`config.mk`:
```
export PLATFORM = sky130hd
export DESIGN_NAME = apc_top
export DESIGN_NICKNAME = d
export VERILOG_FILES = /design/src/apc_pkg.sv /design/src/apc_top.sv
export SDC_FILE = /design/constraint.sdc
export NUM_CORES = 2
export LEC_CHECK = 0
export BUFFER_PORTS_ARGS = -buffer_cell sky130_fd_sc_hd__buf_2
export CORE_MARGIN = 4
export CORE_UTILIZATION = 65
export CTS_BUF_LIST = sky130_fd_sc_hd__clkbuf_8
export DETAILED_ROUTE_END_ITERATION = 8
export MAX_ROUTING_LAYER = met4
export PLACE_DENSITY = 0.8
export RECOVER_POWER = 100
export SETUP_SLACK_MARGIN = 0.2
export SLEW_MARGIN = 15
export SYNTH_ARGS = -nofsm -noshare
export SYNTH_HDL_FRONTEND = slang
export SYNTH_SLANG_ARGS = --single-unit
export TNS_END_PERCENT = 50
```
`constraint.sdc`:
```
create_clock -name clk_i -period 21.1 [get_ports clk_i]
set_input_delay 4.22 -clock clk_i [delete_from_list [all_inputs] [get_ports clk_i]]
set_output_delay 4.22 -clock clk_i [all_outputs]
set_load 0.05 [all_outputs]
```
`src/apc_pkg.sv`:
```
// ---------------------------------------------------------------
// shared constants for pll divider and calibration control
// ---------------------------------------------------------------
package apc_pkg;
   // timing
   localparam int CLK_PERIOD_NS = 10; // 100 mhz crystal-side clock
   localparam int CAL_TIME_NS = 2000; // oscillator settle window
   localparam int CAL_CYCLES = (CAL_TIME_NS + CLK_PERIOD_NS - 1) / CLK_PERIOD_NS;
   localparam int CAL_W = $clog2(CAL_CYCLES + 1);
   // sizes
   localparam int NUM_CH = 12;
   localparam int NUM_PLL = 2;
   // byte offsets
   localparam logic [7:0] A_CTRL = 8'h00; // status sits at +4
   localparam logic [7:0] A_REFDIV = 8'h08;
   localparam logic [7:0] A_INT = 8'h10;
   localparam logic [7:0] A_NUML = 8'h18;
   localparam logic [7:0] A_NUMH = 8'h20;
   localparam logic [7:0] A_DEN = 8'h28;
   localparam logic [7:0] A_POST = 8'h30;
   localparam logic [7:0] A_CH_BASE = 8'h40;
   localparam logic [7:0] A_FR_BASE = 8'h80;
   // control fields
   localparam int C_EN = 0; // bits 1:0
   localparam int C_SRST = 2;
   localparam int C_DL = 3; // bits 4:3
   localparam int C_REF2 = 5;
   localparam int C_REF1 = 6;
   localparam int C_DLR = 7;
   // other fields
   localparam int RD_BYP = 5;
   localparam int RD_DBL = 6;
   localparam int DEN_SEL = 24;
   localparam int P1_D2 = 3;
   localparam int P2S = 8;
   localparam int CH_BYP = 12;
   localparam int CH_FEN = 13;
   localparam int CH_SRC = 14;
   localparam int CH_MUTE = 15;
   // write masks, reserved bits read zero
   localparam logic [31:0] M_CTRL = 32'h0000_00FF;
   localparam logic [31:0] M_REFDIV = 32'h0000_007F;
   localparam logic [31:0] M_INT = 32'h0000_0FFF;
   localparam logic [31:0] M_NUMH = 32'h0000_00FF;
   localparam logic [31:0] M_DEN = 32'h01FF_FFFF;
   localparam logic [31:0] M_POST = 32'h0000_01FF;
   localparam logic [31:0] M_CH = 32'h0000_FFFF;
   localparam logic [31:0] M_FR = 32'h000F_FFFF;
   // reset values
   localparam logic [31:0] CTRL_RST = 32'h0000_0003;
   localparam logic [31:0] REFDIV_RST = 32'h0000_0020;
   localparam logic [31:0] INT_RST = 32'h0000_0064;
   localparam logic [31:0] DEN_RST = 32'h0100_0000;
   localparam logic [31:0] POST_RST = 32'h0000_0020;
   localparam logic [31:0] CH_RST = 32'h0000_8001;
   localparam logic [31:0] FR_RST = 32'h0000_0001;
   // channels with no frame-reference divider
   localparam logic [11:0] FRAME_EXEMPT = 12'h00C;
   // calibration sequencer states
   typedef enum logic [4:0] {
      S_IDLE = 5'h01,
      S_WAIT = 5'h02,
      S_CAL = 5'h04,
      S_LOCK = 5'h08,
      S_RUN = 5'h10
   } apc_cal_e;
endpackage

```
`src/apc_top.sv`:
```
// How it works
// (RL1) second pll posts: primary 2-13, secondary 2-3
// (RL2) first pll post setting 1..8, 1 bypasses
// (RL3) first post: divide up to 8, optional /2
// (RL4) each channel: 12-bit divider or bypass
// (RL5) optional 20-bit frame divider, not outputs 2-3
// (RL6) feedback: 12-bit int, 40-bit num, selectable denominator
// (RL7) digital loop mode forces fixed 2^40 denominator
// (RL8) host picks 24-bit denominator when standalone
// (RL9) modulator dithers ratio every comparison event
// (RL10) digital loop drives numerator in loop mode
// (RL11) oscillator also feeds digital loop feedback path
// (RL12) 5-bit reference divider, bypass gives divide-one
// (RL13) doubler doubles the comparison event rate
// (RL14) host keeps fraction 0.125..0.875, avoids 0.5
// (RL15) first pll uses crystal reference in free-run
// (RL16) second pll reference: first oscillator or crystal
// (RL17) oscillators routable to loop and other pll
// (RL18) calibration autostarts after reset once crystal present
// (RL19) outputs muted until calibrated and locked, per output
// (RL20) enable rising edge recalibrates that pll only
// (RL21) both post clocks selectable by every output
// (RL22) host uses post one plus channel dividers
// (RL23) unmute only after calibration done and lock
//
// The address map and the Wishbone slave port were decided locally.
`timescale 1ns/100ps
module apc_top
   import apc_pkg::*;
(
   input wire logic clk_i,
   input wire logic rst_i,
   input wire logic wb_cyc_i,
   input wire logic wb_stb_i,
   input wire logic wb_we_i,
   input wire logic [7:0] wb_adr_i,
   input wire logic [31:0] wb_dat_i,
   input wire logic [3:0] wb_sel_i,
   output logic [31:0] wb_dat_o,
   output logic wb_ack_o,
   input wire logic xo_present_i,
   input wire logic xo_tick_i,
   input wire logic [1:0] osc_tick_i,
   input wire logic [1:0] lock_i,
   input wire logic [1:0][39:0] dl_num_i,
   output logic [1:0] ref_tick_o,
   output logic [1:0][12:0] fb_ratio_o,
   output logic [1:0] cal_active_o,
   output logic [1:0] dl_fb_tick_o,
   output logic dl_ref_tick_o,
   output logic [2:0] post_tick_o,
   output logic [11:0] out_tick_o,
   output logic [11:0] mute_o
);
   // ---------------------------------------------------------------
   // helpers
   // ---------------------------------------------------------------
   // byte-lane merge for wishbone writes
   function automatic logic [31:0] merge_f(input logic [31:0] old, input logic [31:0] d,
                                           input logic [3:0] sel);
      logic [31:0] r;
      r = old;
      for (int b = 0; b < 4; b++) begin
         if (sel[b]) begin
            r[8*b +: 8] = d[8*b +: 8];
         end
      end
      return r;
   endfunction

   // terminal count; a limit of zero acts as one
   function automatic logic hit_f(input logic [19:0] cnt, input logic [19:0] lim);
      return ({1'b0, cnt} + 21'h1) >= {1'b0, lim};
   endfunction

   // ---------------------------------------------------------------
   // register file and bus slave
   // ---------------------------------------------------------------
   logic [31:0] ctrl, next_ctrl; // enables, modes, routing
   logic [31:0] refdiv [2], next_refdiv [2]; // ref divider, doubler
   logic [31:0] fb_int [2], next_fb_int [2]; // feedback integer
   logic [31:0] numl [2], next_numl [2]; // numerator low word
   logic [31:0] numh [2], next_numh [2]; // numerator high byte
   logic [31:0] denominator_part [2], next_den [2]; // denominator and select
   logic [31:0] post, next_post; // post divider settings
   logic [31:0] chc [NUM_CH], next_chc [NUM_CH]; // channel config
   logic [31:0] frd [NUM_CH], next_frd [NUM_CH]; // frame divider
   logic [31:0] next_rdat;
   logic next_ack;
   logic [31:0] status; // live state for software
   apc_cal_e st [2]; // calibration state per pll
   logic p; // pll select from address bit 2
   logic [3:0] ch; // channel index from address
   logic ch_ok;

   always_comb begin
      for (int k = 0; k < 2; k++) begin
         status[k] = (st[k] == S_LOCK) || (st[k] == S_RUN);
      end
      status[3:2] = lock_i;
      status[15:4] = mute_o;
      status[31:16] = 16'h0000;
   end

   assign p = wb_adr_i[2];
   assign ch = wb_adr_i[5:2];
   assign ch_ok = ch < 4'(NUM_CH);

   // decode, byte lanes, unmapped reads give zero and still ack
   always_comb begin
      next_ctrl = ctrl;
      next_refdiv = refdiv;
      next_fb_int = fb_int;
      next_numl = numl;
      next_numh = numh;
      next_den = denominator_part;
      next_post = post;
      next_chc = chc;
      next_frd = frd;
      next_ctrl[C_SRST] = 1'b0; // soft reset self clears
      next_ack = 1'b0;
      next_rdat = 32'h0000_0000;
      if (wb_cyc_i && wb_stb_i && !wb_ack_o) begin
         next_ack = 1'b1;
         case ({wb_adr_i[7:3], 3'b000})
            A_CTRL: begin
               next_rdat = p ? status : ctrl;
               if (wb_we_i && !p) begin
                  next_ctrl = merge_f(ctrl, wb_dat_i, wb_sel_i) & M_CTRL;
               end
            end
            A_REFDIV: begin
               next_rdat = refdiv[p];
               if (wb_we_i) begin
                  next_refdiv[p] = merge_f(refdiv[p], wb_dat_i, wb_sel_i) & M_REFDIV;
               end
            end
            A_INT: begin
               next_rdat = fb_int[p];
               if (wb_we_i) begin
                  next_fb_int[p] = merge_f(fb_int[p], wb_dat_i, wb_sel_i) & M_INT;
               end
            end
            A_NUML: begin
               next_rdat = numl[p];
               if (wb_we_i) begin
                  next_numl[p] = merge_f(numl[p], wb_dat_i, wb_sel_i);
               end
            end
            A_NUMH: begin
               next_rdat = numh[p];
               if (wb_we_i) begin
                  next_numh[p] = merge_f(numh[p], wb_dat_i, wb_sel_i) & M_NUMH;
               end
            end
            A_DEN: begin
               next_rdat = denominator_part[p];
               if (wb_we_i) begin
                  next_den[p] = merge_f(denominator_part[p], wb_dat_i, wb_sel_i) & M_DEN;
               end
            end
            A_POST: begin
               next_rdat = p ? 32'h0000_0000 : post;
               if (wb_we_i && !p) begin
                  next_post = merge_f(post, wb_dat_i, wb_sel_i) & M_POST;
               end
            end
            default: begin
               // channel blocks; holes above channel 11 are unmapped
               if (ch_ok && wb_adr_i[7:6] == A_CH_BASE[7:6]) begin
                  next_rdat = chc[ch];
                  if (wb_we_i) begin
                     next_chc[ch] = merge_f(chc[ch], wb_dat_i, wb_sel_i) & M_CH;
                  end
               end else if (ch_ok && wb_adr_i[7:6] == A_FR_BASE[7:6]) begin
                  next_rdat = frd[ch];
                  if (wb_we_i) begin
                     next_frd[ch] = merge_f(frd[ch], wb_dat_i, wb_sel_i) & M_FR;
                  end
               end
            end
         endcase
      end
   end

   // register stage for the bus group
   always_ff @(posedge clk_i) begin
      if (rst_i) begin
         ctrl <= CTRL_RST;
         post <= POST_RST;
         wb_ack_o <= 1'b0;
         wb_dat_o <= 32'h0000_0000;
         for (int k = 0; k < 2; k++) begin
            refdiv[k] <= REFDIV_RST;
            fb_int[k] <= INT_RST;
            numl[k] <= 32'h0000_0000;
            numh[k] <= 32'h0000_0000;
            denominator_part[k] <= DEN_RST;
         end
         for (int c = 0; c < NUM_CH; c++) begin
            chc[c] <= CH_RST;
            frd[c] <= FR_RST;
         end
      end else begin
         ctrl <= next_ctrl;
         post <= next_post;
         wb_ack_o <= next_ack;
         wb_dat_o <= next_rdat;
         refdiv <= next_refdiv;
         fb_int <= next_fb_int;
         numl <= next_numl;
         numh <= next_numh;
         denominator_part <= next_den;
         chc <= next_chc;
         frd <= next_frd;
      end
   end

   // ---------------------------------------------------------------
   // calibration sequencer, one per pll
   // ---------------------------------------------------------------
   apc_cal_e next_st [2];
   logic [CAL_W-1:0] ccnt [2], next_ccnt [2]; // calibration timer
   logic [1:0] en_q, next_en_q; // enable history for edge detect
   logic [1:0] next_calact;

   // reset or soft reset restarts, enable rise restarts one pll
   always_comb begin
      for (int k = 0; k < 2; k++) begin
         next_st[k] = st[k];
         next_ccnt[k] = ccnt[k];
         next_en_q[k] = ctrl[C_EN + k];
         if (!ctrl[C_EN + k]) begin
            next_st[k] = S_IDLE;
         end else if ((!en_q[k]) || ctrl[C_SRST]) begin
            next_st[k] = S_WAIT; // RL20
         end else begin
            unique case (st[k])
               S_IDLE: next_st[k] = S_IDLE;
               S_WAIT: begin
                  // calibrating on a dead crystal would fail
                  if (xo_present_i) begin
                     next_st[k] = S_CAL; // RL18
                     next_ccnt[k] = '0;
                  end
               end
               S_CAL: begin
                  if (ccnt[k] == CAL_W'(CAL_CYCLES - 1)) begin
                     next_st[k] = S_LOCK;
                  end else begin
                     next_ccnt[k] = ccnt[k] + 1'b1;
                  end
               end
               S_LOCK: if (lock_i[k]) next_st[k] = S_RUN; // RL23
               S_RUN: if (!lock_i[k]) next_st[k] = S_LOCK; // RL19
            endcase
         end
         next_calact[k] = next_st[k] == S_CAL;
      end
   end

   // start in wait so power-up calibrates without software
   always_ff @(posedge clk_i) begin
      if (rst_i) begin
         st[0] <= S_WAIT; // RL18
         st[1] <= S_WAIT;
         ccnt[0] <= '0;
         ccnt[1] <= '0;
         en_q <= CTRL_RST[1:0];
         cal_active_o <= 2'b00;
      end else begin
         st <= next_st;
         ccnt <= next_ccnt;
         en_q <= next_en_q;
         cal_active_o <= next_calact;
      end
   end

   // ---------------------------------------------------------------
   // reference path and fractional modulator
   // ---------------------------------------------------------------
   logic [1:0] srcq, next_srcq; // delayed ref edge for doubler
   logic [4:0] rcnt [2], next_rcnt [2]; // reference divider count
   logic [39:0] facc [2], next_facc [2]; // modulator accumulator
   logic [1:0] rhit; // comparison event this cycle
   logic [1:0] next_rtick, next_dlfb;
   logic [1:0][12:0] next_ratio;
   logic next_dlref;

   // a programmable numerator above the denominator saturates the
   // carry rate at one per event; keep it below the denominator
   always_comb begin
      logic src, ev, dl, carry;
      logic [19:0] rlim;
      logic [39:0] num;
      logic [40:0] sum, dmod;
      src = 1'b0;
      ev = 1'b0;
      dl = 1'b0;
      carry = 1'b0;
      rlim = 20'h0;
      num = 40'h0;
      sum = 41'h0;
      dmod = 41'h0;
      for (int k = 0; k < 2; k++) begin
         if (k == 0) begin
            src = ctrl[C_REF1] ? osc_tick_i[1] : xo_tick_i; // RL15 RL17
         end else begin
            src = ctrl[C_REF2] ? osc_tick_i[0] : xo_tick_i; // RL16
         end
         next_srcq[k] = src;
         ev = src || (refdiv[k][RD_DBL] && srcq[k]); // RL13
         rlim = refdiv[k][RD_BYP] ? 20'h1 : 20'(refdiv[k][4:0]) + 20'h1; // RL12
         rhit[k] = (st[k] != S_IDLE) && ev && hit_f(20'(rcnt[k]), rlim);
         next_rcnt[k] = rcnt[k];
         if (st[k] == S_IDLE) begin
            next_rcnt[k] = 5'h00;
         end else if (ev) begin
            next_rcnt[k] = rhit[k] ? 5'h00 : rcnt[k] + 5'h01;
         end
         next_rtick[k] = rhit[k];
         dl = ctrl[C_DL + k];
         num = dl ? dl_num_i[k] : {numh[k][7:0], numl[k]}; // RL10
         next_facc[k] = facc[k];
         next_ratio[k] = fb_ratio_o[k];
         if (rhit[k]) begin
            if (dl || !denominator_part[k][DEN_SEL]) begin
               sum = {1'b0, facc[k]} + {1'b0, num}; // RL7
               carry = sum[40];
               next_facc[k] = sum[39:0];
            end else begin
               dmod = (denominator_part[k][23:0] == 24'h0) ? 41'h0_0100_0000 : {17'h0, denominator_part[k][23:0]};
               sum = {1'b0, facc[k]} + {17'h0, num[23:0]}; // RL6
               carry = sum >= dmod;
               next_facc[k] = carry ? 40'(sum - dmod) : sum[39:0];
            end
            next_ratio[k] = {1'b0, fb_int[k][11:0]} + {12'h000, carry}; // RL9
         end
         next_dlfb[k] = dl && (st[k] != S_IDLE) && osc_tick_i[k]; // RL11
      end
      next_dlref = ctrl[C_DLR] ? osc_tick_i[1] : osc_tick_i[0]; // RL17
   end

   // register stage for the reference group
   always_ff @(posedge clk_i) begin
      if (rst_i) begin
         srcq <= 2'b00;
         rcnt[0] <= 5'h00;
         rcnt[1] <= 5'h00;
         facc[0] <= 40'h0;
         facc[1] <= 40'h0;
         ref_tick_o <= 2'b00;
         fb_ratio_o <= '0;
         dl_fb_tick_o <= 2'b00;
         dl_ref_tick_o <= 1'b0;
      end else begin
         srcq <= next_srcq;
         rcnt <= next_rcnt;
         facc <= next_facc;
         ref_tick_o <= next_rtick;
         fb_ratio_o <= next_ratio;
         dl_fb_tick_o <= next_dlfb;
         dl_ref_tick_o <= next_dlref;
      end
   end

   // ---------------------------------------------------------------
   // post dividers and output channel dividers
   // ---------------------------------------------------------------
   logic [3:0] pcnt [3], next_pcnt [3]; // post divider counts
   logic [4:0] pr [3]; // effective post ratios
   logic [11:0] dcnt [NUM_CH], next_dcnt [NUM_CH]; // 12-bit stage
   logic [19:0] fcnt [NUM_CH], next_fcnt [NUM_CH]; // frame stage
   logic [2:0] next_ptick;
   logic [11:0] next_otick, next_mute;

   // post ratios, then channels on the registered post ticks
   always_comb begin
      logic sev, c1, c2, fuse, muted, pev;
      logic [3:0] p1;
      sev = 1'b0;
      c1 = 1'b0;
      c2 = 1'b0;
      fuse = 1'b0;
      muted = 1'b0;
      pev = 1'b0;
      p1 = 4'(post[2:0]) + 4'h1;
      pr[0] = (post[2:0] == 3'h0) ? 5'h01 : 5'(p1) << post[P1_D2]; // RL2 RL3
      if (post[7:4] < 4'h2) begin
         pr[1] = 5'h02; // RL1
      end else if (post[7:4] > 4'hD) begin
         pr[1] = 5'h0D;
      end else begin
         pr[1] = 5'(post[7:4]);
      end
      pr[2] = post[P2S] ? 5'h03 : 5'h02; // RL1
      for (int k = 0; k < 3; k++) begin
         pev = (k == 0) ? osc_tick_i[0] : osc_tick_i[1];
         next_ptick[k] = pev && hit_f(20'(pcnt[k]), 20'(pr[k]));
         next_pcnt[k] = pcnt[k];
         if (pev) begin
            next_pcnt[k] = next_ptick[k] ? 4'h0 : pcnt[k] + 4'h1;
         end
      end
      for (int c = 0; c < NUM_CH; c++) begin
         sev = chc[c][CH_SRC] ? post_tick_o[1] : post_tick_o[0]; // RL21
         c1 = sev && (chc[c][CH_BYP] || hit_f(20'(dcnt[c]), 20'(chc[c][11:0]))); // RL4
         next_dcnt[c] = dcnt[c];
         if (sev && !chc[c][CH_BYP]) begin
            next_dcnt[c] = c1 ? 12'h000 : dcnt[c] + 12'h001;
         end
         fuse = chc[c][CH_FEN] && !FRAME_EXEMPT[c]; // RL5
         c2 = c1 && (!fuse || hit_f(fcnt[c], frd[c][19:0]));
         next_fcnt[c] = fcnt[c];
         if (!fuse) begin
            next_fcnt[c] = 20'h0;
         end else if (c1) begin
            next_fcnt[c] = c2 ? 20'h0 : fcnt[c] + 20'h1;
         end
         // mute enable off lets an output run before lock
         muted = chc[c][CH_MUTE] && (st[chc[c][CH_SRC]] != S_RUN); // RL19 RL23
         next_mute[c] = muted;
         next_otick[c] = c2 && !muted;
      end
   end

   // register stage for the divider group
   always_ff @(posedge clk_i) begin
      if (rst_i) begin
         for (int k = 0; k < 3; k++) begin
            pcnt[k] <= 4'h0;
         end
         for (int c = 0; c < NUM_CH; c++) begin
            dcnt[c] <= 12'h000;
            fcnt[c] <= 20'h0;
         end
         post_tick_o <= 3'b000;
         out_tick_o <= 12'h000;
         mute_o <= 12'hFFF;
      end else begin
         pcnt <= next_pcnt;
         dcnt <= next_dcnt;
         fcnt <= next_fcnt;
         post_tick_o <= next_ptick;
         out_tick_o <= next_otick;
         mute_o <= next_mute;
      end
   end
endmodule // apc_top

```
## After elaboration in Yosys (flattened, before gate mapping)

Index checks and enable logic that the tools add are counted.
Widths: inputs -> output; s select.

- $lt $le $gt $ge: 48
- Reduce and logical (&&, ||, !) cells: 181
- Equality and inequality tests: 40
- Muxes and demuxes: 229
- Bitwise logic cells: 31
- $add $sub $neg: 67
- Shift operators: 1

Operator list:

| kind | count |
|---|---|
| $bwmux 384 | 2 |
| $mux 32 | 23 |
| $mux 8 | 61 |
| $bwmux 64 | 5 |
| $bmux 32 s4 | 2 |
| $mux 5 | 51 |
| $mux 40 | 6 |
| $pmux 32 s7 | 1 |
| $add 20x1->21 const B | 10 |
| $ge 21x20->1 | 10 |
| $add 20x1->20 const B | 10 |
| $mux 20 | 10 |
| $add 12x1->13 const B | 12 |
| $ge 13x12->1 | 12 |
| $add 12x1->12 const B | 12 |
| $mux 12 | 12 |
| $demux 32 s4 | 1 |
| $add 40x24->41 | 2 |
| $add 40x40->41 | 2 |
| $ge 41x25->1 | 2 |
| $sub 40x25->40 | 2 |
| $logic_and 1x1->1 | 78 |
| $mux 4 | 15 |
| $ne 5x5->1 const B | 12 |
| other kinds (52) | 244 |

- Input port bits: 135
- Register bits after elaboration: 1,674

## Depth between registers and ports, before layout

- Depth in word-level cells: 11
- Depth in mapped cells: 35
- Depth with buffers taken out: 31

## Least setup slack after synthesis

No wires, ideal clock.

- Path kind: input-to-reg
- From: input dl_num_i[6] (netlist bit)
- To: register fb_ratio_o[10] (netlist bit)
- Cell stages on the path: 33
- Data required time: 21.014 ns
- Library setup time: 0.086 ns
- Arrival time: 10.122 ns
- Path slack: 10.892 ns
- Cells stage by stage: mux2_2 ha_1 buf_2 and4_1 and2_1 a211oi_2 o21a_1 o21ai_0 a21o_1 a21o_1 a41o_1 a21oi_1 xnor2_1 ha_1 clkbuf_1 a21o_1 a21oi_1 nor2b_1 o21ai_0 a21o_1 and4b_1 nand4b_1 o31ai_1 buf_2 buf_2 o21ai_0 ha_1 nand2_1 nor2_1 and3_1 and3_1 xnor2_1 a211oi_1

- Word-level cells in the longest chain between the ends: 6
- Elaborated cells between the ends (all ways): 7
- Classes of those cells: add/sub: 3; order compare: 1; mux: 3

Ends and longest elaborated chain:

| element | line | source |
|---|---|---|
| from (decl) | apc_top.sv:45 | `input wire logic [1:0][39:0] dl_num_i,` |
| $mux 40 (*) | apc_top.sv:323 | `num = dl ? dl_num_i[k] : {numh[k][7:0], numl[k]};` |
| $add 40x24->41 | apc_top.sv:333 | `sum = {1'b0, facc[k]} + {17'h0, num[23:0]};` |
| $ge 41x25->1 | apc_top.sv:334 | `carry = sum >= dmod;` |
| $mux 1 (*) | apc_top.sv:327 | `if (dl \|\| !denominator_part[k][DEN_SEL]) begin` |
| $mux 1 (*) | apc_top.sv:326 | `if (rhit[k]) begin` |
| $add 12x1->13 (*) | apc_top.sv:337 | `next_ratio[k] = {1'b0, fb_int[k][11:0]} + {12'h000, carry};` |
| to (signal assigned) | apc_top.sv:361 | `fb_ratio_o <= next_ratio;` |
| to (decl) | apc_top.sv:47 | `output logic [1:0][12:0] fb_ratio_o,` |

Mark *: on every way between the ends. The rest lies on a longest branch, timed or not. The select of a mux whose other input is x is not followed.
A chain may end at the register's enable or synchronous reset.

## Worst setup path in the final report

- From: input rst_i
- To: register facc[40] (netlist bit)

RTL lines:

| element | line | source |
|---|---|---|
| from (decl) | apc_top.sv:32 | `input wire logic rst_i,` |
| to (signal assigned) | apc_top.sv:359 | `facc <= next_facc;` |
| to (decl) | apc_top.sv:284 | `logic [39:0] facc [2], next_facc [2];` |

No word-level cell between the ends.

==> flow_summary_export.csv <==
group,metric,value,unit
floorplanning,core.rowCount,123,
routing,drc,1,
floorplanning,initial_core_util,65.6,%
placement,gp_congestion,1.05,
routing,detail_route.wl_per_cell,23.0,um
synth,synth_edf_count,0,
synth,netlist_instances,9276,
finish,drive_gt1_share,8.81,%
timing,whs,451,ps
timing,min_period_over_period,72.5,%
status,violations,"DRC, capacitance limit, slew limit",
synth,synthTopCellsByArea,"dfxtp_1 (32%), ha_1 (9.0%), nand2_1 (7.0%), a21oi_1 (6.6%), xor2_1 (4.6%)",
cts,clock-sinks,1186,
synth,yosys-top-cells-count,"nand2_1 (1371), dfxtp_1 (1186), a21oi_1 (969), nor2_1 (827), ha_1 (533)",
setup_path,critPathArrivalTime,15960,ps
floorplanning,design.die.area,119000,um2
grt,gr-usage-all-layers,41.5,%
cts,clockBufferDepth,3,
flow_run,drv_cap,18,
cts,tritoncts,"yes",
timing,setup_ws,5800,ps
synth,ys_seq_area_share,32.1,%
grt,grt_pass1_wl,380,mm
finish,multi_input_area,46600,um2
cts,h-tree-depth,4,
synth,synth.largest_area_cell,"dfxtp_1",
synth,synth_top_flop_cell,"dfxtp_1",
grt,grt_max_degree,122,
timing,drv_slew,1091,
timing,rsz0062_at_grt,"false",
synth,yosysWarnings,0,
timing,setup_viol,0,
setup_path,crit_path_start_kind,"input pin",
cts,post_cts_buffers,0,
synth,ys_types,92,
cts,path_clk_slew,60,ps
timing,final.min_clock_period,15300,ps
routing,num_vias,70085,
cts,cts_resized,0,
cts,cts_made_buffers,200,
power,ir_worst_vdd,0.0670,mV
routing,via_per_inst,6.41,
placement,dp_hpwl,187,mm
synth,synth_top_area_share,32.1,%
cts,ctsHoldBuffers,0,
routing,drtIter0Drc,8530,
grt,first_global_vias,65053,
floorplanning,die_h,345,um
setup_path,cp-end-kind,"flip-flop",
finish,fillers,9156,
synth,synth_most_common_cell,"nand2_1",
grt,grt_overflow,0,
synth,ys_ff_latch,1186,
timing,max_freq,65.4,MHz
cts,clk_latency,980,ps
finish,regArea,23700,um2
placement,pre_cts_ws,8890,ps
power,leakage,31.8,nW
min_path,worst_hold_path_type,"reg2reg",
timing,skew,43.8,ps
placement,placed_cell_area,75600,um2
synth,async_flop_share,0,%
finish,area_delta_synth_final,7.75,%
setup_path,path_max_fanout,94,
placement,io_buffers,225,
finish,final_nets,9929,
floorplanning,die_w,345,um
timing,maxSlewHeadroom,-434,%
floorplanning,core-area,113000,um2
floorplanning,pin_count,228,
synth,synth_nets,9948,
setup_path,required,21760,ps
routing,routed_wl,252,mm
timing,hold_violations,0,
setup_path,path_class,"in2reg",
grt,antenna_found_initial,17,
synth,syn_avg_cell_area,7.96,um2
timing,tightest_slew,8000,ps
finish,final_core_util,70.6,%
status,status,"finished, violations left",
power,p_per_area,70.3,nW/um2
synth,synth_area,73900,um2
routing,ant_nets,0,
timing,tns,0,ps
finish,fin_area,79600,um2
routing,drt-pass1-iter-count,9,
cts,cts-root-buf,"clkbuf_8",
stage by stage:
stage | instances | total power [W]
floorplan | 9276 | 0.00316
global placement | 10555 | 0.00342
detailed placement | 10555 | 0.00344
CTS | 10917 | 0.00557
global route | 10928 | 0.00579
finish | 10934 | 0.00559
cells in the final DEF, fill, tap and decap left out, types with 27 or more instances in the layout:
cell / n
nand2_1: 1369
dfxtp_1: 1184
a21oi_1: 967
nor2_1: 823
ha_1: 533
inv_1: 489
o21ai_0: 430
xor2_1: 392
nand3_1: 337
clkbuf_8: 249
and3_1: 247
xnor2_1: 245
a21o_1: 230
mux2_2: 140
buf_2: 129
mux2i_1: 126
mux4_2: 119
clkbuf_1: 116
nand2b_1: 108
nor3_1: 90
a211oi_1: 85
o211ai_1: 76
nand4_1: 63
o21a_1: 60
buf_4: 59
nor2b_1: 58
nand3b_1: 54
nor3b_1: 44
a31oi_1: 42
nor4_1: 38
a32o_1: 38
or2_2: 32
clkinv_2: 27
worst paths after layout:
kind         slack (ps)           start  depth (start not counted)             end
max                5800           rst_i                          5        facc[40]
min                 450  fb_ratio_o[25]                          2  fb_ratio_o[25]
max reg2reg       10540         ctrl[4]                         27  fb_ratio_o[23]
min reg2reg         450  fb_ratio_o[25]                          2  fb_ratio_o[25]
cell families (layout without fill, tap and decap cells):
family | after synthesis | count (layout) | share of synthesized area (%)
other | 0 | 17 | 0
AO/OA/AOI/OAI | 2175 | 2175 | 17.7
buffers and inverters | 954 | 1095 | 4.88
multiplexers | 385 | 385 | 7.47
XOR/XNOR | 637 | 637 | 7.55
AND/OR/NAND/NOR | 3402 | 3402 | 21.1
flip-flops | 1186 | 1186 | 32.1
adder cells (fa/ha/maj) | 537 | 537 | 9.14
power breakdown:
part / leakage (nW) / switching, W / internal (W)
Sequential: 9.58 / 0.0000523 / 0.00229
Combinational: 19.9 / 0.000682 / 0.000396
Clock: 2.39 / 0.00101 / 0.00116
Total: 31.8 / 0.00175 / 0.00385
routing by layer:
metal,up-vias,share of wire [%],GRT usage [%]
met5,-,0,-
met4,0,8.3,28.2
met3,939,10,8.98
met2,3810,43,61.3
met1,32931,39,50.8
li1,32405,-,-
layout make-up:
type                       instances  area share, %
clock buffer                     249           4.31
tap                             1500           2.36
clock inverter                   113          0.940
multi-input combinational       7136           58.5
inverter                         427           2.02
timing repair buffer             306           1.95
sequential                      1186           29.8
antenna                           17         0.0535
sequential cells by signal, summed over array words and instances, names as in the netlist, 16 cells and up:
signal / count
wb_dat_o: 32
facc: 80
fcnt: 200
denominator_part: 50
dcnt: 144
ccnt: 16
chc: 192
numl: 64
fb_int: 24
fb_ratio_o: 26
numh: 16
frd: 240
worst max-delay path, cell delays in order:
cell and delay [ps]:
clkbuf_1 2660, clkbuf_1 2610, clkbuf_1 2580, clkbuf_1 3390, o31ai_1 330
(Power assumes the default switching activity.)
